===== config.mk =====
export PLATFORM = sky130hd
export DESIGN_NAME = dcp_top
export DESIGN_NICKNAME = d
export VERILOG_FILES = /design/src/design/dcp_top.v /design/src/design/dcp_sync.v /design/src/design/dcp_strap.v
export VERILOG_INCLUDE_DIRS = /design/src /design/src/design
export SDC_FILE = /design/constraint.sdc
export NUM_CORES = 2
export LEC_CHECK = 0
export BUFFER_PORTS_ARGS = -buffer_cell sky130_fd_sc_hd__buf_2
export CAP_MARGIN = 20
export CORE_MARGIN = 2
export CORE_UTILIZATION = 30
export DETAILED_ROUTE_END_ITERATION = 12
export PLACE_DENSITY = 0.45
export RECOVER_POWER = 50
export REMOVE_ABC_BUFFERS = 1
export SYNTH_ARGS = -nofsm -noshare
export SYNTH_HDL_FRONTEND = slang
export SYNTH_SLANG_ARGS = --single-unit

===== constraint.sdc =====
create_clock -name CLK -period 12.4 [get_ports CLK]
set_input_delay 0.62 -clock CLK [delete_from_list [all_inputs] [get_ports CLK]]
set_output_delay 0.62 -clock CLK [all_outputs]
set_load 0.05 [all_outputs]

===== src/design/dcp_regs.vh =====
// register map, field positions and timing constants of the control port
`ifndef DCP_REGS_VH
`define DCP_REGS_VH
// ------------------------------------------------------------
// register offsets
// ------------------------------------------------------------
`define DCP_REG_ID 8'h00
`define DCP_REG_GENCFG 8'h02
`define DCP_REG_GPIO_OUT 8'h10
`define DCP_REG_GPIO_IN 8'h11
`define DCP_REG_PORTSEL 8'h4c
`define DCP_REG_LINKCFG 8'h58
`define DCP_REG_RALIAS 8'h5c
`define DCP_REG_ALIAS0 8'hf8
`define DCP_REG_ALIAS1 8'hf9
// ------------------------------------------------------------
// fields
// ------------------------------------------------------------
`define DCP_PROXY_BIT 5
`define DCP_FWD_BIT 6
`define DCP_RATE_MSB 2
`define DCP_RATE_LSB 0
`define DCP_PSEL_WR0 0
`define DCP_PSEL_WR1 1
`define DCP_PSEL_RD 4
`define DCP_RATE_SLOW 3'h0
`define DCP_RATE_FAST 3'h1
`define DCP_CAPS 8'ha5
// ------------------------------------------------------------
// back channel commands
// ------------------------------------------------------------
`define DCP_CMD_START 2'h0
`define DCP_CMD_WRITE 2'h1
`define DCP_CMD_READ 2'h2
`define DCP_CMD_STOP 2'h3
// ------------------------------------------------------------
// strap addresses and timing
// ------------------------------------------------------------
`define DCP_ADDR0 7'h30
`define DCP_ADDR1 7'h32
`define DCP_ADDR2 7'h34
`define DCP_ADDR3 7'h36
`define DCP_ADDR4 7'h38
`define DCP_ADDR5 7'h3a
`define DCP_ADDR6 7'h3c
`define DCP_ADDR7 7'h3d
`define DCP_CLK_NS 10
`define DCP_STRAP_WAIT_NS 1000000
`define DCP_BYTE_BITS 4'h8
`endif


===== src/design/dcp_top.v =====
// local serial control port with back-channel forwarding
`timescale 1ns/1ps
`include "dcp_regs.vh"
// Operation
// - target works with bus clocks up to 1 MHz, oversampled by the core clock
// - local register accesses never hold the clock line low
// - relayed transactions stretch the clock until the remote answer returns
// - proxy controller output enabled only by bit 5 of register 0x02
// - newer serializers get repeated start passed across the link
// - rate defaults from mode strap, overridable per port in 0x58
// - back channel runs at 50 Mbps or 2.5 Mbps
// - back channel carries GPIO state and advertises capabilities
// - strap sampled 1 ms after chip enable rises
// - strapped primary address stored in register 0x0
// - two alias addresses reach port 0 or port 1 registers directly
// - alias addresses also reach shared registers
// - port 0 alias at 0xF8, port 1 alias at 0xF9
// - strap codes 0..7 select 0x30,0x32,0x34,0x36,0x38,0x3A,0x3C,0x3D
// - forwarding only when bit 6 of 0x58 is set
module dcp_top #(
  parameter STRAP_WAIT_CYCLES = `DCP_STRAP_WAIT_NS / `DCP_CLK_NS
) (
  input wire CLK,
  input wire SRST,
  input wire CE,
  input wire CHIP_EN,
  input wire [2:0] ADDRESS_STRAP,
  input wire MODE_STRAP,
  input wire SCL_I,
  output reg SCL_O,
  output reg SCL_OE,
  input wire SDA_I,
  output reg SDA_O,
  output reg SDA_OE,
  input wire [1:0] SER_NEW,
  input wire [3:0] BC_GPIO_IN,
  output reg BC_REQ,
  output reg [1:0] BC_CMD,
  output reg [7:0] BC_WDATA,
  output reg BC_PORT,
  output reg BC_RESTART,
  input wire BC_DONE,
  input wire BC_NACK,
  input wire [7:0] BC_RDATA,
  output reg [2:0] BC_RATE0,
  output reg [2:0] BC_RATE1,
  output reg [3:0] BC_GPIO_OUT,
  output reg [7:0] BC_CAPS,
  output reg PROXY_EN
);
  localparam [2:0] S_IDLE = 3'h0;
  localparam [2:0] S_RX = 3'h1;
  localparam [2:0] S_ACK = 3'h2;
  localparam [2:0] S_TX = 3'h3;
  localparam [2:0] S_TACK = 3'h4;
  localparam [2:0] S_STR = 3'h5;
  localparam [1:0] PH_ADDR = 2'h0;
  localparam [1:0] PH_OFF = 2'h1;
  localparam [1:0] PH_DATA = 2'h2;
  localparam [1:0] ACC_PRI = 2'h0;
  localparam [1:0] ACC_P0 = 2'h1;
  localparam [1:0] ACC_P1 = 2'h2;
  // ------------------------------------------------------------
  // input synchronisers and strap
  // ------------------------------------------------------------
  wire scl_s;
  wire sda_s;
  wire en_s;
  wire [3:0] strap_s;
  wire [6:0] strap_addr;
  wire strap_done;
  wire strap_take;
  dcp_sync #(.W(3), .INIT(3'h7)) u_sync_bus (
    .CLK(CLK), .SRST(SRST), .CE(CE), .D({SCL_I, SDA_I, CHIP_EN}), .Q({scl_s, sda_s, en_s})
  );
  dcp_sync #(.W(4), .INIT(4'h0)) u_sync_strap (
    .CLK(CLK), .SRST(SRST), .CE(CE), .D({MODE_STRAP, ADDRESS_STRAP}), .Q(strap_s)
  );
  dcp_strap #(.WAIT_CYCLES(STRAP_WAIT_CYCLES)) u_strap (
    .CLK(CLK), .SRST(SRST), .CE(CE), .EN(en_s), .CODE(strap_s[2:0]),
    .ADDR(strap_addr), .DONE(strap_done), .TAKE(strap_take)
  );
  wire rst = SRST | ~en_s;
  // ------------------------------------------------------------
  // state
  // ------------------------------------------------------------
  reg scl_q_ff;
  reg sda_q_ff;
  reg [2:0] st_ff;
  reg [1:0] ph_ff;
  reg [3:0] bit_ff;
  reg [7:0] sh_ff;
  reg rw_ff;
  reg fwd_ff;
  reg rdpend_ff;
  reg hack_ff;
  reg [1:0] acc_ff;
  reg [7:0] ptr_ff;
  reg [7:0] id_ff;
  reg [7:0] gencfg_ff;
  reg [7:0] psel_ff;
  reg [7:0] alias0_ff;
  reg [7:0] alias1_ff;
  reg [7:0] gpo_ff;
  reg [7:0] lcfg_ff [0:1];
  reg [7:0] ralias_ff [0:1];
  reg [7:0] mem_ff [0:255];
  wire scl_rise = scl_s & ~scl_q_ff;
  wire scl_fall = ~scl_s & scl_q_ff;
  wire start_c = scl_s & scl_q_ff & sda_q_ff & ~sda_s;
  wire stop_c = scl_s & scl_q_ff & ~sda_q_ff & sda_s;
  wire [6:0] rx_addr = sh_ff[7:1];
  // ------------------------------------------------------------
  // port paging
  // ------------------------------------------------------------
  function rd_port;
    input [1:0] acc;
    input [7:0] psel;
    begin
      if (acc == ACC_P0) begin
        rd_port = 1'b0;
      end else if (acc == ACC_P1) begin
        rd_port = 1'b1;
      end else begin
        rd_port = psel[`DCP_PSEL_RD];
      end
    end
  endfunction
  function [1:0] wr_ports;
    input [1:0] acc;
    input [7:0] psel;
    begin
      if (acc == ACC_P0) begin
        wr_ports = 2'h1;
      end else if (acc == ACC_P1) begin
        wr_ports = 2'h2;
      end else begin
        wr_ports = {psel[`DCP_PSEL_WR1], psel[`DCP_PSEL_WR0]};
      end
    end
  endfunction
  wire port_sel = rd_port(acc_ff, psel_ff);
  wire [1:0] wport = wr_ports(acc_ff, psel_ff);
  wire addr_port = psel_ff[`DCP_PSEL_RD];
  // ------------------------------------------------------------
  // register read
  // ------------------------------------------------------------
  reg [7:0] rdata;
  always @* begin
    case (ptr_ff)
      `DCP_REG_ID: rdata = id_ff;
      `DCP_REG_GENCFG: rdata = gencfg_ff;
      `DCP_REG_GPIO_OUT: rdata = gpo_ff;
      `DCP_REG_GPIO_IN: rdata = {4'h0, BC_GPIO_IN};
      `DCP_REG_PORTSEL: rdata = psel_ff;
      `DCP_REG_LINKCFG: rdata = lcfg_ff[port_sel];
      `DCP_REG_RALIAS: rdata = ralias_ff[port_sel];
      `DCP_REG_ALIAS0: rdata = alias0_ff;
      `DCP_REG_ALIAS1: rdata = alias1_ff;
      default: rdata = mem_ff[ptr_ff];
    endcase
  end
  // ------------------------------------------------------------
  // target engine and registers
  // ------------------------------------------------------------
  always @(posedge CLK) begin
    if (rst) begin
      scl_q_ff <= 1'b1;
      sda_q_ff <= 1'b1;
      st_ff <= S_IDLE;
      ph_ff <= PH_ADDR;
      bit_ff <= 4'h0;
      sh_ff <= 8'h00;
      rw_ff <= 1'b0;
      fwd_ff <= 1'b0;
      rdpend_ff <= 1'b0;
      hack_ff <= 1'b0;
      acc_ff <= ACC_PRI;
      ptr_ff <= 8'h00;
      id_ff <= {1'b0, `DCP_ADDR0};
      gencfg_ff <= 8'h00;
      psel_ff <= 8'h00;
      alias0_ff <= 8'h00;
      alias1_ff <= 8'h00;
      gpo_ff <= 8'h00;
      lcfg_ff[0] <= {5'h00, `DCP_RATE_SLOW};
      lcfg_ff[1] <= {5'h00, `DCP_RATE_SLOW};
      ralias_ff[0] <= 8'h00;
      ralias_ff[1] <= 8'h00;
      SCL_O <= 1'b0;
      SCL_OE <= 1'b0;
      SDA_O <= 1'b0;
      SDA_OE <= 1'b0;
      BC_REQ <= 1'b0;
      BC_CMD <= `DCP_CMD_START;
      BC_WDATA <= 8'h00;
      BC_PORT <= 1'b0;
      BC_RESTART <= 1'b0;
      BC_RATE0 <= `DCP_RATE_SLOW;
      BC_RATE1 <= `DCP_RATE_SLOW;
      BC_GPIO_OUT <= 4'h0;
      BC_CAPS <= `DCP_CAPS;
      PROXY_EN <= 1'b0;
    end else if (CE) begin
      scl_q_ff <= scl_s;
      sda_q_ff <= sda_s;
      BC_REQ <= 1'b0;
      BC_RATE0 <= lcfg_ff[0][`DCP_RATE_MSB:`DCP_RATE_LSB];
      BC_RATE1 <= lcfg_ff[1][`DCP_RATE_MSB:`DCP_RATE_LSB];
      BC_GPIO_OUT <= gpo_ff[3:0];
      BC_CAPS <= `DCP_CAPS;
      PROXY_EN <= gencfg_ff[`DCP_PROXY_BIT];
      if (strap_take) begin
        id_ff <= {1'b0, strap_addr};
        lcfg_ff[0][`DCP_RATE_MSB:`DCP_RATE_LSB] <= strap_s[3] ? `DCP_RATE_FAST : `DCP_RATE_SLOW;
        lcfg_ff[1][`DCP_RATE_MSB:`DCP_RATE_LSB] <= strap_s[3] ? `DCP_RATE_FAST : `DCP_RATE_SLOW;
      end
      if (!strap_done) begin
        st_ff <= S_IDLE;
      end else if (stop_c) begin
        if (fwd_ff) begin
          BC_REQ <= 1'b1;
          BC_CMD <= `DCP_CMD_STOP;
        end
        fwd_ff <= 1'b0;
        st_ff <= S_IDLE;
        SDA_OE <= 1'b0;
        SCL_OE <= 1'b0;
      end else if (start_c) begin
        BC_RESTART <= fwd_ff & SER_NEW[BC_PORT];
        st_ff <= S_RX;
        ph_ff <= PH_ADDR;
        bit_ff <= 4'h0;
        SDA_OE <= 1'b0;
      end else begin
        case (st_ff)
          S_IDLE: begin
            SDA_OE <= 1'b0;
          end
          S_RX: begin
            if (scl_rise && bit_ff != `DCP_BYTE_BITS) begin
              sh_ff <= {sh_ff[6:0], sda_s};
              bit_ff <= bit_ff + 4'h1;
            end else if (scl_fall && bit_ff == `DCP_BYTE_BITS) begin
              bit_ff <= 4'h0;
              if (ph_ff == PH_ADDR) begin
                rw_ff <= sh_ff[0];
                rdpend_ff <= 1'b0;
                if (rx_addr == id_ff[6:0] || (alias0_ff[6:0] != 7'h0 && rx_addr == alias0_ff[6:0])
                    || (alias1_ff[6:0] != 7'h0 && rx_addr == alias1_ff[6:0])) begin
                  fwd_ff <= 1'b0;
                  acc_ff <= (rx_addr == id_ff[6:0]) ? ACC_PRI :
                            (rx_addr == alias0_ff[6:0]) ? ACC_P0 : ACC_P1;
                  ph_ff <= PH_OFF;
                  SDA_OE <= 1'b1;
                  st_ff <= S_ACK;
                end else if (lcfg_ff[addr_port][`DCP_FWD_BIT] && ralias_ff[addr_port][6:0] != 7'h0
                             && rx_addr == ralias_ff[addr_port][6:0]) begin
                  fwd_ff <= 1'b1;
                  ph_ff <= PH_DATA;
                  BC_REQ <= 1'b1;
                  BC_CMD <= `DCP_CMD_START;
                  BC_WDATA <= sh_ff;
                  BC_PORT <= addr_port;
                  SCL_OE <= 1'b1;
                  st_ff <= S_STR;
                end else begin
                  st_ff <= S_IDLE;
                end
              end else if (ph_ff == PH_OFF) begin
                ptr_ff <= sh_ff;
                ph_ff <= PH_DATA;
                SDA_OE <= 1'b1;
                st_ff <= S_ACK;
              end else if (fwd_ff) begin
                BC_REQ <= 1'b1;
                BC_CMD <= `DCP_CMD_WRITE;
                BC_WDATA <= sh_ff;
                SCL_OE <= 1'b1;
                st_ff <= S_STR;
              end else begin
                case (ptr_ff)
                  `DCP_REG_ID: id_ff <= sh_ff;
                  `DCP_REG_GENCFG: gencfg_ff <= sh_ff;
                  `DCP_REG_GPIO_OUT: gpo_ff <= sh_ff;
                  `DCP_REG_GPIO_IN: ;
                  `DCP_REG_PORTSEL: psel_ff <= sh_ff;
                  `DCP_REG_LINKCFG: begin
                    if (wport[0]) lcfg_ff[0] <= sh_ff;
                    if (wport[1]) lcfg_ff[1] <= sh_ff;
                  end
                  `DCP_REG_RALIAS: begin
                    if (wport[0]) ralias_ff[0] <= sh_ff;
                    if (wport[1]) ralias_ff[1] <= sh_ff;
                  end
                  `DCP_REG_ALIAS0: alias0_ff <= sh_ff;
                  `DCP_REG_ALIAS1: alias1_ff <= sh_ff;
                  default: mem_ff[ptr_ff] <= sh_ff;
                endcase
                ptr_ff <= ptr_ff + 8'h01;
                SDA_OE <= 1'b1;
                st_ff <= S_ACK;
              end
            end
          end
          S_ACK: begin
            if (scl_fall) begin
              SDA_OE <= 1'b0;
              bit_ff <= 4'h0;
              if (!rw_ff) begin
                st_ff <= S_RX;
              end else if (fwd_ff) begin
                BC_REQ <= 1'b1;
                BC_CMD <= `DCP_CMD_READ;
                rdpend_ff <= 1'b1;
                SCL_OE <= 1'b1;
                st_ff <= S_STR;
              end else begin
                sh_ff <= rdata;
                SDA_OE <= ~rdata[7];
                ptr_ff <= ptr_ff + 8'h01;
                st_ff <= S_TX;
              end
            end
          end
          S_TX: begin
            if (scl_fall) begin
              if (bit_ff == `DCP_BYTE_BITS - 4'h1) begin
                SDA_OE <= 1'b0;
                st_ff <= S_TACK;
              end else begin
                SDA_OE <= ~sh_ff[6];
                sh_ff <= {sh_ff[6:0], 1'b0};
                bit_ff <= bit_ff + 4'h1;
              end
            end
          end
          S_TACK: begin
            if (scl_rise) begin
              hack_ff <= ~sda_s;
            end else if (scl_fall) begin
              bit_ff <= 4'h0;
              if (!hack_ff) begin
                st_ff <= S_IDLE;
              end else if (fwd_ff) begin
                BC_REQ <= 1'b1;
                BC_CMD <= `DCP_CMD_READ;
                rdpend_ff <= 1'b1;
                SCL_OE <= 1'b1;
                st_ff <= S_STR;
              end else begin
                sh_ff <= rdata;
                SDA_OE <= ~rdata[7];
                ptr_ff <= ptr_ff + 8'h01;
                st_ff <= S_TX;
              end
            end
          end
          S_STR: begin
            if (BC_DONE) begin
              SCL_OE <= 1'b0;
              if (rdpend_ff) begin
                rdpend_ff <= 1'b0;
                sh_ff <= BC_RDATA;
                SDA_OE <= ~BC_RDATA[7];
                bit_ff <= 4'h0;
                st_ff <= S_TX;
              end else if (BC_NACK) begin
                st_ff <= S_IDLE;
              end else begin
                SDA_OE <= 1'b1;
                st_ff <= S_ACK;
              end
            end
          end
          default: begin
            st_ff <= S_IDLE;
          end
        endcase
      end
    end
  end
endmodule


===== src/design/dcp_sync.v =====
// three-stage input synchroniser with agreement of the last two stages
`timescale 1ns/1ps
module dcp_sync #(
  parameter W = 1,
  parameter [W-1:0] INIT = {W{1'b1}}
) (
  input wire CLK,
  input wire SRST,
  input wire CE,
  input wire [W-1:0] D,
  output reg [W-1:0] Q
);
  reg [W-1:0] s1_ff;
  reg [W-1:0] s2_ff;
  reg [W-1:0] s3_ff;
  // ------------------------------------------------------------
  // stages
  // ------------------------------------------------------------
  always @(posedge CLK) begin
    if (SRST) begin
      s1_ff <= INIT;
      s2_ff <= INIT;
      s3_ff <= INIT;
      Q <= INIT;
    end else if (CE) begin
      s1_ff <= D;
      s2_ff <= s1_ff;
      s3_ff <= s2_ff;
      if (s2_ff == s3_ff) begin
        Q <= s3_ff;
      end
    end
  end
endmodule


===== src/design/dcp_strap.v =====
// address strap sampler: waits after chip enable, then latches the code once
`timescale 1ns/1ps
`include "dcp_regs.vh"
module dcp_strap #(
  parameter WAIT_CYCLES = `DCP_STRAP_WAIT_NS / `DCP_CLK_NS
) (
  input wire CLK,
  input wire SRST,
  input wire CE,
  input wire EN,
  input wire [2:0] CODE,
  output reg [6:0] ADDR,
  output reg DONE,
  output reg TAKE
);
  localparam integer LAST_I = WAIT_CYCLES - 1;
  localparam [16:0] LAST = LAST_I[16:0];
  reg [16:0] cnt_ff;
  // ------------------------------------------------------------
  // strap code to primary address
  // ------------------------------------------------------------
  function [6:0] strap_addr;
    input [2:0] c;
    begin
      case (c)
        3'h0: strap_addr = `DCP_ADDR0;
        3'h1: strap_addr = `DCP_ADDR1;
        3'h2: strap_addr = `DCP_ADDR2;
        3'h3: strap_addr = `DCP_ADDR3;
        3'h4: strap_addr = `DCP_ADDR4;
        3'h5: strap_addr = `DCP_ADDR5;
        3'h6: strap_addr = `DCP_ADDR6;
        default: strap_addr = `DCP_ADDR7;
      endcase
    end
  endfunction
  // ------------------------------------------------------------
  // wait and latch
  // ------------------------------------------------------------
  always @(posedge CLK) begin
    if (SRST || !EN) begin
      cnt_ff <= 17'h0;
      DONE <= 1'b0;
      TAKE <= 1'b0;
      ADDR <= `DCP_ADDR0;
    end else if (CE) begin
      TAKE <= 1'b0;
      if (!DONE) begin
        if (cnt_ff == LAST) begin
          ADDR <= strap_addr(CODE);
          DONE <= 1'b1;
          TAKE <= 1'b1;
        end else begin
          cnt_ff <= cnt_ff + 17'h1;
        end
      end
    end
  end
endmodule


### Word-level counts from Yosys, hierarchy flattened

Memory sizes are Yosys's and may differ from the RTL's. A register that Yosys moved wholly into a read port is not among the register bits.
Cells that the tools add are included.

* bits in writable memories: 2080
* memories: 3
* input port bits: 26
* output and inout port bits: 36
* flip-flop bits (word level): 155

* muxes and demuxes: 267
* bitwise operators: 34
* $add $sub $neg: 3
* reduce and logical (&&, ||, !) cells: 58
* equality and inequality tests: 93
* order comparisons: 1

Memory list
* mem_ff: depth 256, bits a word 8, read ports 1, clocked after Yosys merged registers in 1, wr ports 1, line dcp_top.v:107 `reg [7:0] mem_ff [0:255];`
* lcfg_ff: depth 2, bits a word 8, read ports 4, clocked after Yosys merged registers in 3, wr ports 2, line dcp_top.v:105 `reg [7:0] lcfg_ff [0:1];`
* ralias_ff: depth 2, bits a word 8, read ports 2, clocked after Yosys merged registers in 1, wr ports 2, line dcp_top.v:106 `reg [7:0] ralias_ff [0:1];`

Operators with widths (number)
* 8-bit 2-to-1 mux: 41
* 1-bit 2-to-1 mux: 151
* 8-bit one-hot mux with 9 select lines: 1
* 3-bit 2-to-1 mux: 23
* 11-bit AND reduction: 6
* 2-bit 2-to-1 mux: 30
* 4-bit != test, second input constant: 15
* 5-bit != test, second input constant: 10
* 15-bit AND reduction: 3
* 8-bit one-hot mux with 5 select lines: 1
* 3-bit != test, second input constant: 13
* 2-bit != test, second input constant: 19
* 4-bit 2-to-1 mux: 9
* 10-bit AND reduction: 3
* 7-bit equality test: 4
* 4-bit one-hot mux with 7 select lines: 1
* 8-bit by 7-bit equality test with 1-bit output, second input constant: 3
* 8-bit one-hot mux with 3 select lines: 1
* 8-bit AND reduction: 3
* 7-bit nonzero test: 3
* 4-bit one-hot mux with 5 select lines: 1
* 3-bit one-hot mux with 6 select lines: 1
* 17-bit by 1-bit adder with 17-bit output, second input constant: 1
* 17-bit equality test, second input constant: 1
* 48 further kinds: 112

### Logic depth before layout (Yosys ltp)

* depth after elaboration: 18
* mapped depth: 13

### Modules after synthesis

Synthesis repeated with hierarchy kept, for this count alone.

* cell total of the unflattened synthesis: 4888
* area total of the unflattened synthesis: 90276.6 sq um

Modules (own cells, without submodules)
* dcp_top: instances 1, cells each 4638, sequential area each 64782.1 sq um, area an instance 87925.6 sq um
* dcp_strap: instances 1, cells each 137, sequential area each 460.4 sq um, area an instance 1168.6 sq um
* dcp_sync (u_sync_strap): instances 1, cells each 62, sequential area each 320.3 sq um, area an instance 655.6 sq um
* dcp_sync (u_sync_bus): instances 1, cells each 51, sequential area each 240.2 sq um, area an instance 526.8 sq um

### Least setup slack after synthesis

No wires, ideal clock.

* path type: register to register
* from: reg sh_ff[6]
* to: reg BC_WDATA[0]
* library setup time: 0.128 ns
* cell stages (with the launch flop): 9
* arrival time: 5.655 ns
* buffers on the path: 1
* required time: 12.272 ns
* setup slack: 6.617 ns
* cells stage by stage: dfxtp_1 > buf_2 > xor2_1 > a2111oi_0 > a211oi_1 > nand3_1 > a21oi_2 > mux2i_1 > nor2_1

* cells in the longest elaborated chain, start to end: 6
* elaborated cells on any way between the ends: 12
* classes of those cells: eq/ne (6); reduce/logical (6)

Ends and longest elaborated chain
* start: declaration: line dcp_top.v:92 `reg [7:0] sh_ff;`
* start signal: assignment: line dcp_top.v:242 `sh_ff <= {sh_ff[6:0], sda_s};`
* start signal: assignment: line dcp_top.v:319 `sh_ff <= rdata;`
* start signal: assignment: line dcp_top.v:333 `sh_ff <= {sh_ff[6:0], 1'b0};`
* 7-bit equality test: line dcp_top.v:249 `if (rx_addr == id_ff[6:0] || (alias0_ff[6:0] != 7'h0 && rx_addr == alias0_ff[6:0])`
* 1-bit logical AND: line dcp_top.v:249
* 1-bit logical OR: line dcp_top.v:249
* 1-bit logical OR: line dcp_top.v:250 `|| (alias1_ff[6:0] != 7'h0 && rx_addr == alias1_ff[6:0])) begin`
* 2-bit != test (no line)
* 11-bit AND reduction (no line) *
* end signal: assignment: line dcp_top.v:196 `BC_WDATA <= 8'h00;`
* end signal: assignment: line dcp_top.v:263 `BC_WDATA <= sh_ff;`
* end signal: assignment: line dcp_top.v:278 `BC_WDATA <= sh_ff;`
* end: declaration: line dcp_top.v:39 `output reg [7:0] BC_WDATA,`

Every way passes the cells marked *; elsewhere a longest branch is shown, timed or not.
A chain may end at the register's enable or synchronous reset.

### Final worst setup path

* from: reg sh_ff[6]
* to: reg BC_WDATA[6]

* cells in the longest elaborated chain, start to end: 6
* elaborated cells on any way between the ends: 17
* classes of those cells: eq/ne (6); mux (5); reduce/logical (6)

Ends and longest elaborated chain (line)
* 7-bit equality test: dcp_top.v:249
* 1-bit logical AND: dcp_top.v:249
* 1-bit logical OR: dcp_top.v:249
* 1-bit logical OR: dcp_top.v:250
* 2-bit != test (no line)
* 11-bit AND reduction (no line)

Several ways; a longest one is shown, not always the timed one. The select of a mux whose other input is x is not followed.

==> impl_metrics.tcl <==
set metrics [dict create \
    ys.flop_type "edfxtp_1" \
    yosysWarnings 0 \
    worst_pin_slew_ns 4.30 \
    numClockSinks 2247 \
    worstSetupEndpointType "register" \
    synth_seq_cells 2247 \
    path_clk_slew_ns 0.06 \
    p_leak_nw 35.3 \
    grt_pass1_vias 45600 \
    start_util_pct 30.1 \
    drc_errors 0 \
    ant_nets 0 \
    synth_cell_types 82 \
    relSlewSlack_pct -187 \
    crit_chain "clkbuf_1 > clkbuf_1 > xor2_1 > a2111oi_0 > a211oi_1 > buf_4 > nand3_1 > a21oi_2 > mux2i_1 > nor2_1" \
    maxCapViolations 27 \
    timing.final.crit_period_ns 8.27 \
    grt_max_degree 192 \
    nNetsFinal 4809 \
    area_growth_syn_to_layout_pct 13.8 \
    ys_seq_area_share_pct 73.7 \
    fp.dieH_um 550 \
    htreeDepth 4 \
    num_rows 200 \
    fin_area_um2 102000 \
    hold_viol 0 \
    irDropWorstVdd_uv 118 \
    dp_cells 8464 \
    cts_tree "built" \
    grt_setup_unrepaired "no" \
    cpMostUsedCell "clkbuf_1" \
    worstSkewPairLatency_ns 0.92 \
    fin_skew_ns 0.0542 \
    cts_setup_buffers 0 \
    fin_crit_sh_pct 66.7 \
    die_w_um 550 \
    syn_area_um2 89300 \
    arrival_ns 8.99 \
    postSynthAreaPerCell_um2 19.5 \
    setup_viol 0 \
    drive_gt1_share_pct 21.9 \
    stdcell_count 8908 \
    overflow 0 \
    cp_slowest_cell "dfxtp_1" \
    place_congestion 0.810 \
    num_io_pins 62 \
    cts_root_buf "clkbuf_16" \
    antenna_found_initial 14 \
    grt_usage_pct 16.4 \
    holdCritPathClass "primary input to register" \
    required_ns 13.12 \
    violations "max-capacitance violations, max-slew violations" \
    cts_buffer_depth 4 \
    dieArea_um2 302000 \
    synth-edff-count 2080 \
    wire_per_inst_um 28.1 \
    rrSetupSlack_ns 4.13 \
    placed_area_um2 94400 \
    grt_pass1_wl_um 357000 \
    start_kind "register" \
    post-dp-hpwl_um 153000 \
    initialDrtViolationCount 4563 \
    drt-total-wl_um 251000 \
    postSynthCellCount 4587 \
    mostFrequentLayoutCell "edfxtp_1" \
    max_stage_delay_ns 2.28 \
    numCtsBuffers 240 \
    crit_fanout 63 \
    dr.pass1.iters 7 \
    synthArstFlopShare_pct 0 \
    avgViaCountPerCell 5.05 \
    power_density_nw_per_um2 148 \
    path_class "register to register" \
    maxSlewViolCount 1515 \
    most-common-layout-cells "edfxtp_1 (2,080), mux4_2 (617), nor2_1 (386)" \
    status "finished with violations" \
    core-area_um2 297000 \
    timing.fmax_mhz 121 \
    vias 45000 \
    port_buffers 51 \
]
power by group:
part | internal (mW) | switching [mW] | total (mW)
Sequential | 8.18 | 0.0117 | 8.19
Combinational | 0.0313 | 0.0632 | 0.0945
Clock | 3.86 | 2.95 | 6.80
Total | 12.1 | 3.02 | 15.1
layout make-up:
class,count,area (um2)
clock buffer,304,6300
antenna,2,5.00
inverter,19,73.8
clock inverter,129,1000
tap,3939,4930
sequential,2247,65800
fill,27800,195000
multi-input combinational,2108,22400
timing repair buffer,160,1070
through the flow:
stage	hold WS, ns	total power, mW	setup slack [ns]	utilization [%]	setup TNS (ns)
finish	0.221	15.1	4.13	34.3	0
global route	0.233	15.6	3.40	34.3	0
CTS	0.147	15.3	6.98	34.3	0
detailed placement	0.447	8.44	6.93	31.8	0
global placement	0.442	8.44	6.83	31.8	0
floorplan	0.431	8.40	-11.28	-	-92.52
flip-flops by register name (all words and copies together) (netlist names), 4 cells and up, named ones only:
| name | count |
|---|---|
| bit_ff | 4 |
| ptr_ff | 8 |
| lcfg_ff | 16 |
| u_sync_strap.s2_ff | 4 |
| ralias_ff | 16 |
| alias1_ff | 8 |
| u_sync_strap.s1_ff | 4 |
| gpo_ff | 8 |
| u_sync_strap.s3_ff | 4 |
| u_sync_strap.Q | 4 |
| u_strap.cnt_ff | 17 |
| gencfg_ff | 8 |
| alias0_ff | 8 |
| BC_GPIO_OUT | 4 |
| BC_WDATA | 8 |
| id_ff | 8 |
| mem_ff | 2048 |
| sh_ff | 8 |
| psel_ff | 8 |
| u_strap.ADDR | 4 |
cell families (layout without fill, tap and decap cells):
group / count (synthesis) / count (layout) / share of synthesized area (%)
AO/OA/AOI/OAI: 355 / 355 / 2.60
XOR/XNOR: 42 / 42 / 0.412
multiplexers: 745 / 745 / 17.0
buffers and inverters: 312 / 612 / 1.65
other: 2 / 84 / 0.00841
AND/OR/NAND/NOR: 875 / 875 / 4.50
adder cells (fa/ha/maj): 9 / 9 / 0.121
flip-flops: 2247 / 2247 / 73.7
path summary, 6_finish.rpt:
| kind | from | to | cells past startpoint |
|---|---|---|---|
| worst min-delay path | SRST | u_sync_strap.Q[0] | 2 |
| worst max-delay path | sh_ff[6] | BC_WDATA[6] | 10 |
| worst max register to register | sh_ff[6] | BC_WDATA[6] | 10 |
| worst min register to register | gpo_ff[5] | gpo_ff[5] | 2 |
routing by layer:
layer,vias up,GRT usage (%),wire (um)
li1,19000,-,-
met1,24200,23.4,112000
met2,1373,26.4,119000
met3,353,2.12,12600
met4,6,4.52,6520
met5,-,0,40
cell usage after synthesis (31+ instances only):
master | number | area [um2]
buf_1 | 31 | 116
nand3_1 | 102 | 510
nor2b_1 | 37 | 231
nand2_1 | 166 | 623
dfxtp_1 | 167 | 3340
edfxtp_1 | 2080 | 62500
a21oi_1 | 114 | 571
buf_2 | 76 | 380
mux2i_1 | 117 | 1170
clkbuf_1 | 136 | 510
mux4_2 | 617 | 13900
nor2_1 | 388 | 1460
buf_4 | 42 | 315
o21ai_0 | 58 | 290
a22oi_1 | 43 | 323
worst max-delay path, delay by kind of cell, from the launching register on:
kind                   cells  cell delay (ns)
AO/OA/AOI/OAI              3             1.11
XOR/XNOR                   1             0.20
buffers and inverters      3             4.00
AND/OR/NAND/NOR            2             0.18
multiplexers               1             0.27
flip-flops                 1             2.28
timing repair:
action	in CTS	in global routing
hold buffers	7	0
resized for setup	0	0
hold endpoints to repair	7	0
Note: power is estimated with default switching activity, not from simulation.
